===== config.mk =====
export PLATFORM = sky130hd
export DESIGN_NAME = ebt_timer
export DESIGN_NICKNAME = d
export VERILOG_FILES = /design/src/design/ebt_pkg.sv /design/src/design/ebt_prescale.sv /design/src/design/ebt_duty_buf.sv /design/src/design/ebt_timer.sv
export SDC_FILE = /design/constraint.sdc
export NUM_CORES = 1
export LEC_CHECK = 0
export BUFFER_PORTS_ARGS = -buffer_cell sky130_fd_sc_hd__buf_2
export CELL_PAD_IN_SITES_DETAIL_PLACEMENT = 2
export CELL_PAD_IN_SITES_GLOBAL_PLACEMENT = 2
export CORE_MARGIN = 5
export CORE_UTILIZATION = 39
export DETAILED_ROUTE_END_ITERATION = 12
export GPL_TIMING_DRIVEN = 0
export PLACE_DENSITY = 0.85
export SKIP_CTS_REPAIR_TIMING = 1
export SLEW_MARGIN = 20
export SYNTH_ARGS = -nofsm -noshare
export SYNTH_HDL_FRONTEND = slang
export SYNTH_HIERARCHICAL = 1
export SYNTH_SLANG_ARGS = --single-unit

===== constraint.sdc =====
create_clock -name REF_CLK -period 8 [get_ports REF_CLK]
set_clock_uncertainty 0.05 [all_clocks]
set_input_delay 0 -clock REF_CLK [delete_from_list [all_inputs] [get_ports REF_CLK]]
set_output_delay 0 -clock REF_CLK [all_outputs]
set_load 0.02 [all_outputs]

===== src/design/ebt_pkg.sv =====
// constants and types shared by the eight-bit interval/pwm timer
package ebt_pkg;

    // ==========================================================
    // register byte offsets on the apb bus
    localparam logic [7:0] EBT_OFS_MODE    = 8'h00;
    localparam logic [7:0] EBT_OFS_CARRIER = 8'h04;
    localparam logic [7:0] EBT_OFS_CYCLE   = 8'h08;
    localparam logic [7:0] EBT_OFS_DUTY    = 8'h0c;
    localparam logic [7:0] EBT_OFS_COUNT   = 8'h10;
    localparam logic [7:0] EBT_OFS_STATUS  = 8'h14;

    // ==========================================================
    // values after reset
    localparam logic [7:0] EBT_RST_MODE    = 8'h00;
    localparam logic [7:0] EBT_RST_CARRIER = 8'h00;
    localparam logic [7:0] EBT_RST_CMP     = 8'h00;

    // ==========================================================
    // cycle counts in count-clock ticks
    localparam logic [1:0] EBT_DUTY_SETTLE = 2'h3;
    localparam logic [1:0] EBT_XFER_TICKS  = 2'h2;

    // ==========================================================
    // operating modes and count-clock selections
    typedef enum logic [1:0] {
        EBT_INTERVAL = 2'h0,
        EBT_CARRIER  = 2'h1,
        EBT_PWM      = 2'h2
    } ebt_mode_t;

    localparam logic [2:0] EBT_CK_DIV1    = 3'h0;
    localparam logic [2:0] EBT_CK_DIV2    = 3'h1;
    localparam logic [2:0] EBT_CK_DIV4    = 3'h2;
    localparam logic [2:0] EBT_CK_DIV16   = 3'h3;
    localparam logic [2:0] EBT_CK_DIV64   = 3'h4;
    localparam logic [2:0] EBT_CK_DIV1024 = 3'h5;

    // ==========================================================
    // register layouts
    typedef struct packed {
        logic       count_enable;
        logic [2:0] clock_select;
        logic [1:0] timer_mode_control;
        logic       default_level_select;
        logic       output_enable;
    } ebt_mode_reg_t;

    typedef struct packed {
        logic [4:0] zero;
        logic       remote_ctl_select;
        logic       level_buffer_bit;
        logic       carrier_status_flag;
    } ebt_carrier_reg_t;

    // compare phase, gray along stop -> cycle -> duty
    typedef enum logic [1:0] {
        EBT_ST_STOP  = 2'h0,
        EBT_ST_CYCLE = 2'h1,
        EBT_ST_DUTY  = 2'h3
    } ebt_state_t;

endpackage : ebt_pkg


===== src/design/ebt_prescale.sv =====
// count-clock tick generator for the eight-bit timer
`timescale 1ns/1ps
module ebt_prescale
    import ebt_pkg::*;
(
    // clock and reset
    input  wire logic       clk,
    input  wire logic       arst_n,
    // control
    input  wire logic       run,
    input  wire logic [2:0] sel,
    // one-cycle count tick
    output logic            tick
);
    typedef struct packed {
        logic [9:0] div;
        logic       tick;
    } ebt_pre_t;

    ebt_pre_t   s;
    ebt_pre_t   next_s;
    logic [9:0] mask;

    // divider mask per selection; prohibited codes never tick
    always_comb begin
        next_s = s;
        case (sel)
            EBT_CK_DIV1:    mask = 10'h000;
            EBT_CK_DIV2:    mask = 10'h001;
            EBT_CK_DIV4:    mask = 10'h003;
            EBT_CK_DIV16:   mask = 10'h00f;
            EBT_CK_DIV64:   mask = 10'h03f;
            EBT_CK_DIV1024: mask = 10'h3ff;
            default:        mask = 10'h000;
        endcase
        // held at zero while stopped so the first tick is deterministic
        if (!run) begin
            next_s.div  = 10'h000;
            next_s.tick = 1'b0;
        end else begin
            next_s.div  = s.div + 10'h001;
            next_s.tick = ((s.div & mask) == mask) && (sel <= EBT_CK_DIV1024);
        end
    end

    always_ff @(posedge clk or negedge arst_n) begin
        if (!arst_n) begin
            s <= '0;
        end else begin
            s <= next_s;
        end
    end

    assign tick = s.tick;

endmodule : ebt_prescale


===== src/design/ebt_duty_buf.sv =====
// buffered duty compare with delayed reload
`timescale 1ns/1ps
module ebt_duty_buf
    import ebt_pkg::*;
(
    // clock and reset
    input  wire logic       clk,
    input  wire logic       arst_n,
    // software write
    input  wire logic       wr,
    input  wire logic [7:0] wdata,
    // timer side
    input  wire logic       running,
    input  wire logic       tick,
    input  wire logic       reload,
    output logic [7:0]      duty
);
    typedef struct packed {
        logic [7:0] active;
        logic [7:0] pend;
        logic       valid;
        logic [1:0] age;
    } ebt_duty_t;

    ebt_duty_t s;
    ebt_duty_t next_s;

    always_comb begin
        next_s = s;
        if (wr && !running) begin
            // stopped timer takes the value at once
            next_s.active = wdata;
            next_s.valid  = 1'b0;
        end else if (wr) begin
            // a write in the reload cycle wins; transfer is skipped
            next_s.pend  = wdata;
            next_s.valid = 1'b1;
            next_s.age   = 2'h0;
        end else begin
            if (tick && s.valid && s.age != EBT_DUTY_SETTLE) begin
                next_s.age = s.age + 2'h1;
            end
            // only a value aged three ticks may move on the old match
            if (reload && s.valid && s.age == EBT_DUTY_SETTLE) begin
                next_s.active = s.pend;
                next_s.valid  = 1'b0;
            end
        end
    end

    always_ff @(posedge clk or negedge arst_n) begin
        if (!arst_n) begin
            s <= '0;
        end else begin
            s <= next_s;
        end
    end

    assign duty = s.active;

endmodule : ebt_duty_buf


===== src/design/ebt_timer.sv =====
// eight-bit interval/pwm timer with carrier output control, apb slave
//
// Behaviour
// - carrier control resets to zero; status flag read-only, remote and level bits writable.
// - remote off: output follows level bit; remote on: low or carrier pulse.
// - status flag 0 means carrier disabled low, 1 means carrier enabled.
// - interval mode: cycle match raises interrupt and clears counter, repeating.
// - interval mode ignores duty compare matches entirely.
// - interval mode toggles output per cycle match, interrupt on the same match tick.
// - setting enable starts counting on the selected count clock.
// - clearing enable returns interrupt and output to default levels; carrier mode output still follows remote, level and status bits.
// - interval mode with cycle zero: counter stays zero, interrupt once.
// - pwm: first compare is cycle; match clears, interrupts, toggles, selects duty.
// - pwm duty match toggles, selects cycle, no clear, no interrupt.
// - pwm period is N+1 ticks, inactive to active width N-M to M+1.
// - duty writes while running are buffered, reloaded on old match after three ticks.
// - pwm output stays default until the first cycle match.
// - clearing enable stops and zeroes the counter; setting lets it count.
// - default level bit selects low or high default output.
//
// The APB register port and the address map are this design's own decisions.
`timescale 1ns/1ps
module ebt_timer
    import ebt_pkg::*;
#(
    parameter int ADDR_W = 8
)
(
    // clock and reset
    input  wire logic              REF_CLK,
    input  wire logic              ARST_N,
    // apb slave
    input  wire logic              PSEL,
    input  wire logic              PENABLE,
    input  wire logic              PWRITE,
    input  wire logic [ADDR_W-1:0] PADDR,
    input  wire logic [31:0]       PWDATA,
    output logic [31:0]            PRDATA,
    output logic                   PREADY,
    output logic                   PSLVERR,
    // carrier transfer event from the partner counter
    input  wire logic              CARRIER_XFER,
    // timer outputs
    output logic                   TIMER_OUT,
    output logic                   TIMER_IRQ
);

    // ==========================================================
    // state
    typedef struct packed {
        ebt_mode_reg_t    mode;
        ebt_carrier_reg_t carrier;
        logic [7:0]       cycle_compare;
        logic [7:0]       count;
        ebt_state_t       state;
        logic             toggle;
        logic             zero_done;
        logic             irq;
        logic             out;
        logic             xfer_meta;
        logic             xfer_sync;
        logic             xfer_prev;
        logic             xfer_pend;
        logic [1:0]       xfer_cnt;
        logic [31:0]      prdata;
        logic             pready;
        logic             pslverr;
    } ebt_state_reg_t;

    ebt_state_reg_t s;
    ebt_state_reg_t next_s;

    logic       tick;
    logic [7:0] duty_compare;
    logic       duty_wr;
    logic       duty_reload;
    logic       running;
    logic [7:0] addr;

    assign addr    = PADDR[7:0];
    assign running = (s.state != EBT_ST_STOP);

    // ==========================================================
    // count clock and duty buffer
    ebt_prescale u_pre (
        .clk    (REF_CLK),
        .arst_n (ARST_N),
        .run    (s.mode.count_enable),
        .sel    (s.mode.clock_select),
        .tick   (tick)
    );

    ebt_duty_buf u_duty (
        .clk     (REF_CLK),
        .arst_n  (ARST_N),
        .wr      (duty_wr),
        .wdata   (PWDATA[7:0]),
        .running (running),
        .tick    (tick),
        .reload  (duty_reload),
        .duty    (duty_compare)
    );

    // ==========================================================
    // next-state logic
    always_comb begin
        logic       access;
        logic       mapped;
        logic [7:0] target;
        logic       match;
        logic       pulse;
        logic       carrier_out;
        access      = PSEL && PENABLE && s.pready;
        mapped      = 1'b0;
        target      = 8'h00;
        match       = 1'b0;
        pulse       = 1'b0;
        carrier_out = 1'b0;
        duty_wr     = 1'b0;
        duty_reload = 1'b0;
        next_s      = s;
        next_s.irq  = 1'b0;

        // address decode in the setup cycle, no wait state, so read data leave a flop
        case (addr)
            EBT_OFS_MODE, EBT_OFS_CARRIER, EBT_OFS_CYCLE,
            EBT_OFS_DUTY, EBT_OFS_COUNT, EBT_OFS_STATUS: mapped = 1'b1;
            default: mapped = 1'b0;
        endcase
        if (PSEL && !PENABLE && !s.pready) begin
            next_s.pready  = 1'b1;
            next_s.pslverr = !mapped;
            case (addr)
                EBT_OFS_MODE:    next_s.prdata = {24'h000000, s.mode};
                EBT_OFS_CARRIER: next_s.prdata = {24'h000000, s.carrier};
                EBT_OFS_CYCLE:   next_s.prdata = {24'h000000, s.cycle_compare};
                EBT_OFS_DUTY:    next_s.prdata = {24'h000000, duty_compare};
                EBT_OFS_COUNT:   next_s.prdata = {24'h000000, s.count};
                EBT_OFS_STATUS:  next_s.prdata = {27'h0000000, s.zero_done,
                                                  s.state, s.toggle, s.out};
                default:         next_s.prdata = 32'h00000000;
            endcase
        end else if (access) begin
            next_s.pready  = 1'b0;
            next_s.pslverr = 1'b0;
        end

        // register writes take effect in the access cycle
        if (access && PWRITE && mapped) begin
            case (addr)
                EBT_OFS_MODE: begin
                    // while running only the enable bit may change
                    if (s.mode.count_enable) begin
                        next_s.mode.count_enable = PWDATA[7];
                    end else begin
                        next_s.mode = PWDATA[7:0];
                    end
                end
                EBT_OFS_CARRIER: begin
                    next_s.carrier.remote_ctl_select = PWDATA[2];
                    next_s.carrier.level_buffer_bit  = PWDATA[1];
                end
                EBT_OFS_CYCLE: next_s.cycle_compare = PWDATA[7:0];
                EBT_OFS_DUTY:  duty_wr = 1'b1;
                default: ;
            endcase
        end

        // carrier transfer: level bit moves to status flag on 2nd tick
        next_s.xfer_meta = CARRIER_XFER;
        next_s.xfer_sync = s.xfer_meta;
        next_s.xfer_prev = s.xfer_sync;
        if (s.xfer_sync && !s.xfer_prev) begin
            next_s.xfer_pend = 1'b1;
            next_s.xfer_cnt  = 2'h0;
        end else if (s.xfer_pend && tick) begin
            if (s.xfer_cnt == EBT_XFER_TICKS - 2'h1) begin
                next_s.carrier.carrier_status_flag = s.carrier.level_buffer_bit;
                next_s.xfer_pend = 1'b0;
            end else begin
                next_s.xfer_cnt = s.xfer_cnt + 2'h1;
            end
        end

        // counter and compare sequencing
        if (!s.mode.count_enable) begin
            next_s.state     = EBT_ST_STOP;
            next_s.count     = 8'h00;
            next_s.toggle    = 1'b0;
            next_s.zero_done = 1'b0;
            next_s.irq       = 1'b0;
        end else if (s.state == EBT_ST_STOP) begin
            next_s.state = EBT_ST_CYCLE;
        end else if (tick) begin
            // interval mode never looks at the duty compare
            if (s.state == EBT_ST_DUTY &&
                s.mode.timer_mode_control != EBT_INTERVAL) begin
                target = duty_compare;
            end else begin
                target = s.cycle_compare;
            end
            match = (s.count == target);
            if (!match) begin
                next_s.count = s.count + 8'h01;
            end else if (s.mode.timer_mode_control == EBT_INTERVAL) begin
                next_s.count = 8'h00;
                // zero compare would match every tick; fire only once
                if (s.cycle_compare != 8'h00 || !s.zero_done) begin
                    next_s.irq       = 1'b1;
                    next_s.toggle    = !s.toggle;
                    next_s.zero_done = (s.cycle_compare == 8'h00);
                end
            end else if (s.state == EBT_ST_CYCLE) begin
                next_s.count  = 8'h00;
                next_s.irq    = 1'b1;
                next_s.toggle = !s.toggle;
                next_s.state  = EBT_ST_DUTY;
            end else begin
                // old duty value matched: buffered value may reload now
                duty_reload   = 1'b1;
                next_s.toggle = !s.toggle;
                next_s.state  = EBT_ST_CYCLE;
                if (s.mode.timer_mode_control == EBT_CARRIER) begin
                    next_s.count = 8'h00;
                    next_s.irq   = 1'b1;
                end else begin
                    next_s.count = s.count + 8'h01;
                end
            end
        end

        // output level: default unless enabled, then default xor toggle
        if (s.mode.output_enable) begin
            pulse = s.mode.default_level_select ^ next_s.toggle;
        end else begin
            pulse = s.mode.default_level_select;
        end
        if (next_s.carrier.carrier_status_flag) begin
            carrier_out = pulse;
        end else begin
            carrier_out = 1'b0;
        end
        if (s.mode.timer_mode_control != EBT_CARRIER) begin
            next_s.out = pulse;
        end else if (s.carrier.remote_ctl_select) begin
            next_s.out = carrier_out;
        end else begin
            next_s.out = s.carrier.level_buffer_bit;
        end
    end

    // ==========================================================
    // state register
    always_ff @(posedge REF_CLK or negedge ARST_N) begin
        if (!ARST_N) begin
            s         <= '0;
            s.mode    <= EBT_RST_MODE;
            s.carrier <= EBT_RST_CARRIER;
            s.cycle_compare <= EBT_RST_CMP;
        end else begin
            s <= next_s;
        end
    end

    // outputs straight from flops
    assign PRDATA    = s.prdata;
    assign PREADY    = s.pready;
    assign PSLVERR   = s.pslverr;
    assign TIMER_OUT = s.out;
    assign TIMER_IRQ = s.irq;

endmodule : ebt_timer


* Word-level counts from Yosys, hierarchy flattened
Cells that the tools add are included.
** Word-level totals
- Register bits :: 103
- Memory bits (read-only) :: 0
- Word-level logic and storage cells :: 169
- Latch bits :: 0
- Bits in writable memories :: 0
- Memories :: 0
** Cells by class
- $mul :: 0
- $add $sub $neg :: 4
- Mux-type cells :: 53
- Equality and inequality tests :: 29
- Divide/modulo/power cells :: 0
- Shifts and indexed selects :: 0
- Magnitude comparators :: 1
- Bitwise operators :: 4
- Reduce and logical (&&, ||, !) cells :: 49
** Operators by type and width (count)
- $mux 8 :: 11
- $pmux 10 s5 :: 1
- $pmux 8 s6 :: 1
- $mux 13 :: 2
- $mux 1 :: 24
- $mux 11 :: 2
- $reduce_and 2->1 :: 9
- $eq 8x4->1 const B :: 2
- $eq 8x5->1 const B :: 2
- $logic_not 8->1 :: 2
- $logic_and 1x1->1 :: 15
- $mux 3 :: 5
- $reduce_bool 2->1 :: 7
- $mux 2 :: 6
- $add 10x1->10 const B :: 1
- $and 10x10->10 :: 1
- $eq 10x10->1 :: 1
- $ne 2x1->1 const B :: 5
- $add 8x1->8 const B :: 1
- $eq 8x3->1 const B :: 1
- $eq 8x8->1 :: 1
- $ne 2x2->1 const B :: 4
- $reduce_bool 8->1 :: 1
- $logic_not 1->1 :: 7
- 18 further kinds :: 28

* Logic depth before layout (Yosys ltp)
Gate-level depths: netlist of run 1.
- Word-level depth :: 16
- Gate-level depth with buffers :: 9
- Mapped depth without buffers :: 8

* Cells and area by module
The synthesis of run 1 kept the hierarchy.
** Modules (own cells, without submodules)
- ebt_timer :: cells each 317, sequential area each 1226.2 um^2, area each 3041.7 um^2, times used 1
- ebt_duty_buf :: cells each 67, sequential area each 475.5 um^2, area each 984.7 um^2, times used 1
- ebt_prescale :: cells each 53, sequential area each 275.3 um^2, area each 543.0 um^2, times used 1

* Worst setup path before layout of run 1
No wires, ideal clock.
- Kind :: register to register
- Start :: reg s[72] in the netlist's numbering
- End :: reg u_duty.s (netlist bit u_duty/duty[0])
- Cell stages (with the launch flop) :: 9
- Required time :: 7.825 ns
- Path buffers :: 0
- Library setup time :: 0.125 ns
- Data arrival time :: 2.448 ns
- Setup slack :: 5.377 ns
- Path through :: dfrtp_1 o211ai_2 mux2i_1 o22ai_1 nor4_1 and4_1 nand2_1 o21ai_4 mux2_4
** On the way
- Cells in the longest elaborated chain, start to end :: 15
- Elaborated cells between the ends (all ways) :: 17
** Ends and longest elaborated chain
- from (decl) :: RTL line ebt_timer.sv:70 : ebt_state_reg_t s;
- from (signal assigned) :: RTL line ebt_timer.sv:261 : s <= next_s;
- $reduce_bool 2->1 :: RTL line ebt_timer.sv:197 : s.mode.timer_mode_control != EBT_INTERVAL) begin
- $logic_and 1x1->1 :: RTL line ebt_timer.sv:196 : if (s.state == EBT_ST_DUTY &&
- $mux 8 :: RTL line ebt_timer.sv:196
- $mux 8 :: RTL line ebt_timer.sv:194 : end else if (tick) begin
- $mux 8 :: RTL line ebt_timer.sv:192 : end else if (s.state == EBT_ST_STOP) begin
- $mux 8 :: RTL line ebt_timer.sv:186 : if (!s.mode.count_enable) begin
- $eq 8x8->1 :: RTL line ebt_timer.sv:202 : match = (s.count == target);
- $mux 1 (*) :: RTL line ebt_timer.sv:203 : if (!match) begin
- $mux 1 (*) :: RTL line ebt_timer.sv:194
- $mux 1 (*) :: RTL line ebt_timer.sv:192
- $mux 1 (*) :: RTL line ebt_timer.sv:186
- via duty_reload :: RTL line ebt_timer.sv:76 : logic duty_reload;
- $logic_and 1x1->1 (*) (2 in series) :: RTL line ebt_duty_buf.sv:44 : if (reload && s.valid && s.age == EBT_DUTY_SETTLE) begin
- $reduce_bool 2->1 (no source line) (*)
- $reduce_and 2->1 (no source line) (*)
- to (signal assigned) :: RTL line ebt_duty_buf.sv:55 : s <= next_s;
- to (decl) :: RTL line ebt_duty_buf.sv:25 : ebt_duty_t s;
Mark *: on every way through the listed nets, which the timed path passes. The rest lies on a longest branch. The select of a mux whose other input is x is not followed.
A chain may end at the register's enable or synchronous reset.

* Final worst setup path of run 1
- Start :: reg s[73] in the netlist's numbering
- End :: reg u_duty.s (netlist bit u_duty/duty[1])
Same word-level chain as after synthesis.

==> impl_results.md, run 1 <==
- CP top delay family: simple AND/OR/NAND/NOR gates
- Initial Util: 0.398
- Fin crit share: 0.421
- Post-Syn Instances: 437
- Max-cap violations: 0
- Tot Pwr: 0.938 mW
- Startpoint types: flop
- Detailed-route DRC error count: 0
- Core Box Area: 11,500 um2
- Total negative setup slack: 0 ns
- Synth area leaders: dfrtp_1 (43%), buf_4 (6.6%), mux2_2 (6.4%), mux2_4 (5.3%), mux2i_1 (3.3%)
- Total Routing Usage GR: 0.212
- Ys async rst share: 1.00
- Yosys cell types: 68
- Worst r2r path cells: 8
- Most frequent cells in the layout: dfrtp_1 (79), buf_4 (41), buf_2 (34), nand2_1 (27), mux2_2 (26)
- First DRT Iteration DRCs: 186
- First-pass GRT wire length: 23.1 mm
- Setup crit end kind: flop
- TritonCTS clock tree: done
- CP Depth: 8
- Arr. time, crit path: 3.54 ns
- Critical Path Max Stage Delay: 0.64 ns
- Die extent in x: 118 um
- Reg2Reg Setup Slack: 4.63 ns
- Sequential element share of the synthesized area: 0.433
- # port buffers: 31
- N_diodes: 0
- Synth Warn #: 6
- Worst path buffer plus inverter count: 0
- Total number of vias: 3,649
- # IOs: 82
- DR WL/cell: 21.8 um
- Initial antenna violation count: 0
- Worst-path clk slew: 0.07 ns
- CTS Buf Count: 9
- Most common cell after layout, fill and taps aside: dfrtp_1
- Root buffer cell: clkbuf_16
- CP max-delay cell: nor4_1
- Hpwl dp: 10.3 mm
- Worst-Margin Slew: 0.690 ns
- Share of layout cells above drive strength 1: 0.288
- Largest net degree at the start of global routing: 50
- Pre-antenna DRT Iters: 4
- Fin. Hold Viols: 0
- Max-Slew Margin vs Limit: 0.540
- Die Area: 14,000 um2
- Worst hold-check path type: in2reg
- PD cells: 172 nW/um2
- Ys flop type: dfrtp_1
- Worst path cell trace: o211ai_2 -> mux2i_1 -> o22ai_1 -> nor4_1 -> and4_1 -> nand2_1 -> o21ai_4 -> mux2_4
- GPL Wtd Cong: 0.881
- EDFF count, synth: 0
- Routed Antenna Nets: 0
- Final setup viols: 0
- Post-Route WL: 14.4 mm
- WHS Path Cells: 4
- Via density: 5.50
- Fmax: 297 MHz
- Worst skew pair latency: 0.34 ns
- WS Path Type: reg2reg
- CTS H-Tree Depth: 3
- Synth top area share: 0.433
- Vias in the first global route: 4,161
- Status: complete, no violations
- Grt ovf: 0
- Leak pwr: 2.65 nW
- FF+latch count, synth: 79
- Cell area after synthesis: 4570 um2
- Nets: 565
- Critical path required time: 8.18 ns
- RSZ-0062 raised after global routing: false
- Fin. max-slew vios: 0
- Yosys top cell by area: dfrtp_1
- Mean area per synthesized cell: 10.5 um2
- VDD IR-drop max: 107 uV
- Area Growth Syn to Fin: 19.3%
- Min cycle time layout: 3.37 ns
- Clk buf depth: 2
- Clock sinks: 79
- Crit-path max FO: 8
- Die Ht: 118 um
- Row cnt: 39
==> path summary, 6_finish.rpt <==
path | from | end
max | s[73]$_DFFE_PN0P_ | u_duty/duty[1]$_DFFE_PN0P_
min | PADDR[6] | PRDATA[2]$_DFFE_PN0P_
max reg2reg | s[73]$_DFFE_PN0P_ | u_duty/duty[1]$_DFFE_PN0P_
min reg2reg | next_s[38]$_DFF_PN0_ | next_s[37]$_DFF_PN0_
max in group asynchronous | ARST_N | u_pre/s[2]$_DFF_PN0_
min in group asynchronous | ARST_N | PSLVERR$_DFFE_PN0P_
==> per-layer routing <==
layer | global-route usage | vias to the layer above | part of all wire
met2 | 0.377 | 77 | 0.53
met5 | 0 | - | 0
met3 | 0.0377 | 28 | 0.040
met1 | 0.248 | 1884 | 0.40
met4 | 0.0953 | 0 | 0.026
li1 | - | 1660 | -
==> cells in the mapped netlist (7+ instances only) <==
cell type / instances
mux2_4: 16
and3_1: 9
nand2_1: 27
mux2_2: 26
o21ai_0: 19
xor2_1: 11
a31oi_1: 7
mux2i_1: 15
inv_1: 18
clkbuf_1: 11
buf_4: 40
dfrtp_1: 79
a21oi_1: 23
nand3_1: 10
nand2b_1: 9
nor2_1: 20
==> report_power, final <==
part	switching, mW	total, mW	internal [mW]
Sequential	0.00473	0.411	0.407
Clock	0.171	0.443	0.271
Combinational	0.0509	0.0844	0.0335
Total	0.227	0.938	0.711
==> tightest hold or removal path, cell delays in order <==
cell and delay (ns):
buf_2 0.10, nor2_1 0.06, nand2_1 0.11, o22ai_1 0.08
==> flip-flops by register name, summed over array words and instances (netlist names) <==
signal,cells
u_duty/s,11
s,35
PREADY,1
PSLVERR,1
u_pre/tick,1
TIMER_OUT,1
PRDATA,8
next_s,2
TIMER_IRQ,1
u_duty/duty,8
u_pre/s,10
==> final cells by class <==
class / instances / area, um2
clock buffers: 9 / 225
fillers: 1177 / 6010
flip-flops and latches: 79 / 1980
well taps: 143 / 179
clock inverters: 7 / 87.6
plain buffers: 56 / 373
inverters: 19 / 71.3
multi-input cells: 306 / 2230
repair buffers: 44 / 305
==> per-stage QoR <==
step / cells / instance area [um2] / setup WS [ns] / utilization / hold slack (ns)
6_report: 663 / 5450 / 4.63 / 0.476 / 0.00215
5_1_grt: 663 / 5450 / 4.45 / 0.476 / 0.0338
4_1_cts: 651 / 5330 / 4.65 / 0.465 / -0.435
3_5_place_dp: 635 / 5020 / 4.75 / 0.438 / -0.0650
3_3_place_gp: 634 / 4990 / 4.89 / 0.435 / 0.0575
2_1_floorplan: 460 / 4660 / 5.38 / - / -0.346
==> kinds of logic after synthesis <==
logic type                 Yosys count  share of synthesized area
and+or+nand+nor                    119                      0.150
AOI/OAI and AO/OA                   86                      0.128
DFF                                 79                      0.433
buffers and inverters               75                     0.0972
muxes                               57                      0.150
xor gates and xnor gates            16                     0.0307
adders and majority gates            4                     0.0110
other                                1                   0.000821
Power figures use the tool's default switching activity.
==> run 2, diff against run 1 <==
Settings changed: ABC_AREA set to 1, CORE_UTILIZATION 39 to 29, PLACE_DENSITY 0.85 to 0.75.
Clock period 8 ns to 2.85 ns, I/O delays scaled along.
==> impl_results.md, run 2 <==
- FF+latch count, synth: 79 (unchanged)
- # IOs: 82 (unchanged)
- Initial antenna violation count: 0 (unchanged)
- Post-route setup slack: 0.221 ns (-4.41 ns)
- Setup crit end kind: flop
- TritonCTS clock tree: done
- Leak pwr: 3.08 nW (+16%)
- Via density: 4.76 (-14%)
- DR WL/cell: 17.2 um (-21%)
- Fin crit share: 0.922 (+0.501)
- Cell area after synthesis: 4810 um2 (+5.4%)
- Share of layout cells above drive strength 1: 0.210 (-0.0787)
- VDD IR-drop max: 297 uV (+180%)
- Total number of vias: 4,472 (+23%)
- Synth Warn #: 6 (unchanged)
- EDFF count, synth: 0 (unchanged)
- Worst-Margin Slew: 0.711 ns (+0.0208 ns)
- Most common cell after layout, fill and taps aside: nand2_1
- Multi-input logic area: 2230 um2 (-0.34%)
- Yosys cell types: 47 (-31%)
- Fin. Hold Viols: 0 (unchanged)
- Worst slack at placement: 0.0336 ns (-4.72 ns)
- Worst skew pair latency: 0.35 ns (about the same)
- Synth area leaders: dfrtp_1 (41%), nand2_1 (13%), nand3_1 (7.7%), buf_4 (6.4%), inv_1 (6.2%)
- Root buffer cell: clkbuf_16
- Nets: 765 (+35%)
- WS Path Type: reg2reg
- Tot Pwr: 3.41 mW (+260%)
- Crit-path max FO: 10 (+2)
- GPL Wtd Cong: 0.828 (-6.1%)
- Worst-path clk slew: 0.06 ns (about the same)
- CTS H-Tree Depth: 3 (unchanged)
- Area Growth Syn to Fin: 22.5%
- # port buffers: 33 (+6.5%)
- First DRT Iteration DRCs: 165 (-11%)
- Most frequent cell after synthesis: nand2_1
- Register area: 1980 um2 (+0.13%)
- Arr. time, crit path: 2.86 ns (-0.68 ns)
- PD cells: 578 nW/um2 (+240%)
- Leading registers by flop count: s x35, u_duty/s x11, u_pre/s x10
- Die extent in x: 139 um (+17%)
- Max-cap violations: 0 (unchanged)
- Hpwl dp: 12.6 mm (+22%)
- Final core utilization: 0.360 (-0.116)
- Min cycle time layout: 2.63 ns (-0.739 ns)
- Initial Util: 0.293 (-0.105)
- Fin. max-slew vios: 0 (unchanged)
- Die Ht: 139 um (+17%)
- Status: complete, no violations
- Detailed-route DRC error count: 0 (unchanged)
- Yosys top cell by area: dfrtp_1
- Row cnt: 47 (+21%)
- Mean area per synthesized cell: 7.64 um2 (-27%)
- N_diodes: 0 (unchanged)
- Sequential element share of the synthesized area: 0.411 (-0.0220)
- Top cells by instance count after synthesis: nand2_1 (172), dfrtp_1 (79), inv_1 (79), nand3_1 (74), buf_4 (41)
- Max reg flops: 35 (unchanged)
- Core Box Area: 16,400 um2 (+43%)
- Pre-antenna DRT Iters: 4 (unchanged)
- Critical path required time: 3.08 ns (-5.10 ns)
- Total Routing Usage GR: 0.174 (-0.0381)
- Die Area: 19,300 um2 (+38%)
- Clock sinks: 79 (unchanged)
- Post-Layout Inst Area: 5900 um2 (+8.2%)
- Max-Slew Margin vs Limit: 0.522 (-0.0175)
- Vias in the first global route: 5,116 (+23%)
- Post-Route WL: 16.1 mm (+12%)
- # fillers: 1,887 (+60%)
- CTS Buf Count: 9 (unchanged)
- Placed Area: 5370 um2 (+7.0%)
- Synth top area share: 0.411 (-0.0220)
- Startpoint types: flop
- Routed Antenna Nets: 0 (unchanged)
- Worst hold-check path type: in2reg
- Most frequent cells in the layout: nand2_1 (171), dfrtp_1 (77), inv_1 (77), nand3_1 (74), buf_4 (47)
- Post-Syn Instances: 630 (+44%)
- Ys flop type: dfrtp_1
- Grt ovf: 0 (unchanged)
- Biggest register: s
- Largest net degree at the start of global routing: 52 (+4.0%)
- Ys async rst share: 1.00 (unchanged)
- First-pass GRT wire length: 27.1 mm (+17%)
- Final setup viols: 0 (unchanged)
- Clk buf depth: 2 (unchanged)
- Fmax: 380 MHz (+28%)
-- run 2: changes by cell type after synthesis, moves of 9 or more --
cell / delta
nand2_1: +145
nand3_1: +64
inv_1: +61
mux2_2: -25
mux2_4: -16
mux2i_1: -15
o22ai_1: +12
clkbuf_1: -10
and3_1: -9
nand2b_1: -9
nor2_1: +9
o21ai_0: +9
-- run 2: kinds of logic after synthesis --
kind of cell | Yosys count | share of synthesized area
other | 1 | 0.000779
XOR/XNOR | 5 | 0.00910
buffers and inverters | 134 | 0.150
adder cells (fa/ha/maj) | 4 | 0.0104
AND/OR/NAND/NOR | 323 | 0.311
multiplexers | 1 | 0.00234
AO/OA/AOI/OAI | 83 | 0.106
flip-flops | 79 | 0.411
-- run 2: power by group --
| group | internal, mW | total [mW] | switching, mW |
|---|---|---|---|
| logic | 0.278 | 0.747 | 0.469 |
| clock network | 0.841 | 1.33 | 0.491 |
| registers | 1.23 | 1.33 | 0.105 |
| total | 2.35 | 3.41 | 1.06 |
-- run 2: worst paths after layout --
check | start | end | slack, ns | cells after the start
max | s[73]$_DFFE_PN0P_ | u_duty/duty[3]$_DFFE_PN0P_ | 0.22 | 20
max in group asynchronous | ARST_N | s[73]$_DFFE_PN0P_ | 2.04 | 3
min reg2reg | next_s[38]$_DFF_PN0_ | next_s[37]$_DFF_PN0_ | 0.31 | 0
min in group asynchronous | ARST_N | PRDATA[1]$_DFFE_PN0P_ | 0.09 | 2
max reg2reg | s[73]$_DFFE_PN0P_ | u_duty/duty[3]$_DFFE_PN0P_ | 0.22 | 20
min | PENABLE | PRDATA[5]$_DFFE_PN0P_ | 0.0006 | 4
-- run 2: layer usage --
metal / part of all wire / track usage / up-vias
met5: 0 / 0 / -
met4: 0.023 / 0.0654 / 0
met3: 0.029 / 0.0255 / 22
met2: 0.51 / 0.311 / 67
met1: 0.44 / 0.211 / 2225
li1: - / - / 2158
-- run 2: critical path, cell delays in order, from the launching register on --
cell and delay [ns]:
dfrtp_2 0.45, inv_2 0.11, nand2_2 0.11, nand2_4 0.13
buf_6 0.16, nand2_1 0.06, nand3_1 0.06, nand2_1 0.09
nor2_1 0.11, nand2_1 0.11, nor2_4 0.19, inv_1 0.09
nor3_4 0.15, inv_2 0.07, nor2_2 0.10, nand2_1 0.09
inv_1 0.10, nand2_4 0.11, nand2_8 0.10, nand2_1 0.06
nand2_1 0.07
-- run 2: per-stage QoR --
step,setup TNS [ns],hold slack (ns),std cells
final,0,0.000617,940
after floorplan,0,-0.346,653
after CTS,-0.0306,-0.452,923
after global placement,0,0.0591,906
after global routing,-0.0121,0.0306,940
after detailed placement,0,-0.0739,907
-- run 2: final cells by class --
cell class | instances | share of cell area
Multi-Input combinational cell | 440 | 0.378
Tap cell | 220 | 0.0467
Clock inverter | 4 | 0.0129
Sequential cell | 79 | 0.336
Timing Repair Buffer | 51 | 0.0598
Buffer | 51 | 0.0683
Inverter | 83 | 0.0541
Clock buffer | 12 | 0.0452
==> run 3, diff against run 2 <==
Settings changed: CELL_PAD_IN_SITES_DETAIL_PLACEMENT 2 to unset, CELL_PAD_IN_SITES_GLOBAL_PLACEMENT 2 to unset, CORE_UTILIZATION 29 to 51, GPL_ROUTABILITY_DRIVEN set to 0, HOLD_SLACK_MARGIN set to 0.1.
==> impl_results.md, run 3 (same netlist as run 2, synthesis figures left out) <==
- Total Routing Usage GR: 0.204 (+0.0302)
- Pre-antenna DRT Iters: 6 (+2)
- Max-Slew Margin vs Limit: 0.485 (-0.0378)
- Vias in the first global route: 4,044 (-21%)
- Fin cells: 850 (-9.6%)
- Setup crit end kind: flop
- Crit Reg-Reg Endpoint: u_duty/duty[4]$_DFFE_PN0P_
- Grt ovf: 0 (unchanged)
- Startpoint types: flop
- Largest net degree at the start of global routing: 53 (+1.9%)
- Area Growth Syn to Fin: 17.0%
- Fin. Hold Viols: 0 (unchanged)
- VDD IR-drop max: 234 uV (-21%)
- Worst-Margin Slew: 0.767 ns (+0.0562 ns)
- Core Box Area: 9240 um2 (-44%)
- RSZ-0062 raised after global routing: false
- Worst r2r path cells: 20 (unchanged)
- Routed Antenna Nets: 0 (unchanged)
- Fin crit share: 0.927 (+0.00488)
- Hpwl dp: 8.65 mm (-31%)
- Nets: 766 (+0.13%)
- Critical path required time: 3.10 ns (+0.02 ns)
- Leading registers by flop count: s x35, u_duty/s x11, u_pre/s x10
- Die extent in x: 107 um (-23%)
- Switch share: 0.331 (+0.0186)
- Clock power share: 0.296 (-0.094)
- Post-Route WL: 11.5 mm (-29%)
- Most frequent cells in the layout: nand2_1 (172), inv_1 (79), dfrtp_1 (78), nand3_1 (74), buf_4 (44)
- Min cycle time layout: 2.64 ns (+0.0139 ns)
- Crit-path max FO: 10 (unchanged)
- First-pass GRT wire length: 18.7 mm (-31%)
- Max reg flops: 35 (unchanged)
- Die Area: 11,500 um2 (-40%)
- Share of layout cells above drive strength 1: 0.198 (-0.0114)
- Worst setup path startpoint: s[73]$_DFFE_PN0P_
- # IOs: 82 (unchanged)
- Clk buf depth: 2 (unchanged)
- Final setup viols: 0 (unchanged)
- Total negative setup slack: 0 ns (unchanged)
- Pint: 1.93 mW (-18%)
- Arr. time, crit path: 2.89 ns (+0.03 ns)
- CTS H-Tree Depth: 3 (unchanged)
- Placed cell count: 816 (-10%)
- TritonCTS clock tree: done
- Clock sinks: 79 (unchanged)
- Fin. max-slew vios: 0 (unchanged)
- Switching pwr: 0.951 mW (-11%)
- Worst-path clk slew: 0.08 ns (+0.02 ns)
- Sequential Power Share: 0.462 (+0.072)
- PD cells: 510 nW/um2 (-12%)
- Worst setup path end: u_duty/duty[4]$_DFFE_PN0P_
- Via density: 5.13 (+7.9%)
- Reg2Reg Setup Slack: 0.21 ns (about the same)
- Tot Pwr: 2.88 mW (-16%)
- Total number of vias: 4,362 (-2.5%)
- CTS Buf Count: 9 (unchanged)
- Root buffer cell: clkbuf_8
- Status: complete, no violations
- Initial antenna violation count: 0 (unchanged)
- Initial Util: 0.521 (+0.228)
- Max-cap violations: 0 (unchanged)
- WS Path Type: reg2reg
- Most common cell after layout, fill and taps aside: nand2_1
- Combinational share of power: 0.242 (+0.023)
- Worst hold-check path type: in2reg
- Leak pwr: 3.00 nW (-2.6%)
- # port buffers: 33 (unchanged)
- Die Ht: 107 um (-23%)
- Row cnt: 35 (-26%)
- Worst flop-to-flop path startpoint: s[73]$_DFFE_PN0P_
- First DRT Iteration DRCs: 233 (+41%)
- Fmax: 378 MHz (-0.53%)
- Placed Area: 5260 um2 (-2.1%)
- Post-Layout Inst Area: 5630 um2 (-4.5%)
- DR WL/cell: 13.5 um (-21%)
- Worst skew pair latency: 0.36 ns (about the same)
- Biggest register: s
- Detailed-route DRC error count: 0 (unchanged)
- Hold_ws: 0.0939 ns (+0.0933 ns)
- N_diodes: 0 (unchanged)
-- run 3: cell count changes in the layout (fill, tap and decap cells not counted), sizes merged --
cell         previous run  this run
buf                    89        86
clkinv                  1         2
dlygate4sd3            12        16
clkbuf                 13        12
inv                    83        84
bufinv                  2         1
-- run 3: worst min-delay path by stage --
stage                       from               endpoint  slack, ns  depth (start not counted)
floorplan                 ARST_N  PRDATA[0]$_DFFE_PN0P_      -0.35                          0
global placement    CARRIER_XFER   next_s[38]$_DFF_PN0_       0.06                          1
detailed placement        ARST_N  u_pre/s[10]$_DFF_PN0_       -0.1                          1
CTS                       ARST_N  u_pre/s[10]$_DFF_PN0_      -0.49                          1
global route            PADDR[5]    PSLVERR$_DFFE_PN0P_       0.12                          5
finish                  PADDR[5]    PSLVERR$_DFFE_PN0P_       0.09                          5
-- run 3: layer usage --
layer / GRT usage / routed length [um] / vias up
li1: - / - / 2151
met1: 0.272 / 4990 / 1977
met2: 0.320 / 5140 / 203
met3: 0.0482 / 1030 / 31
met4: 0.0813 / 331 / 0
met5: 0 / 0 / -
-- run 3: power groups by stage --
stage	logic (mW)	clock network, mW	registers, mW
6_report	0.695	0.852	1.33
5_1_grt	0.769	0.912	1.34
4_1_cts	0.642	0.867	1.33
3_5_place_dp	0.643	0	1.35
3_3_place_gp	0.611	0	1.34
2_1_floorplan	0.482	0	1.33
-- run 3: area by class of cell --
| cell class | count | area (um2) |
|---|---|---|
| buffer | 51 | 403 |
| clock buffer | 11 | 141 |
| clock inverter | 5 | 56.3 |
| fill | 858 | 3610 |
| inverter | 83 | 319 |
| multi-input combinational | 440 | 2200 |
| sequential | 79 | 1980 |
| tap | 129 | 161 |
| timing repair buffer | 52 | 370 |
-- run 3: per-stage QoR --
step / utilization / setup WS [ns]
final: 0.610 / 0.207
after global routing: 0.610 / 0.0418
after CTS: 0.590 / 0.157
after detailed placement: 0.569 / 0.189
after global placement: 0.566 / 0.220
after floorplan: - / 0.692
-- run 3: critical path, cell delays in order, from the launching register on --
cell and delay (ns):
dfrtp_1 0.46, inv_2 0.11, nand2_1 0.11, nand2_2 0.14, buf_6 0.16, nand2_1 0.06
nand3_1 0.06, nand2_1 0.08, nor2_1 0.12, nand2_1 0.10, nor2_4 0.15, inv_1 0.06
nor3_2 0.13, inv_1 0.10, nor2_2 0.15, nand2_1 0.10, inv_1 0.10, nand2_4 0.10
nand2_4 0.11, nand2_1 0.06, nand2_1 0.06
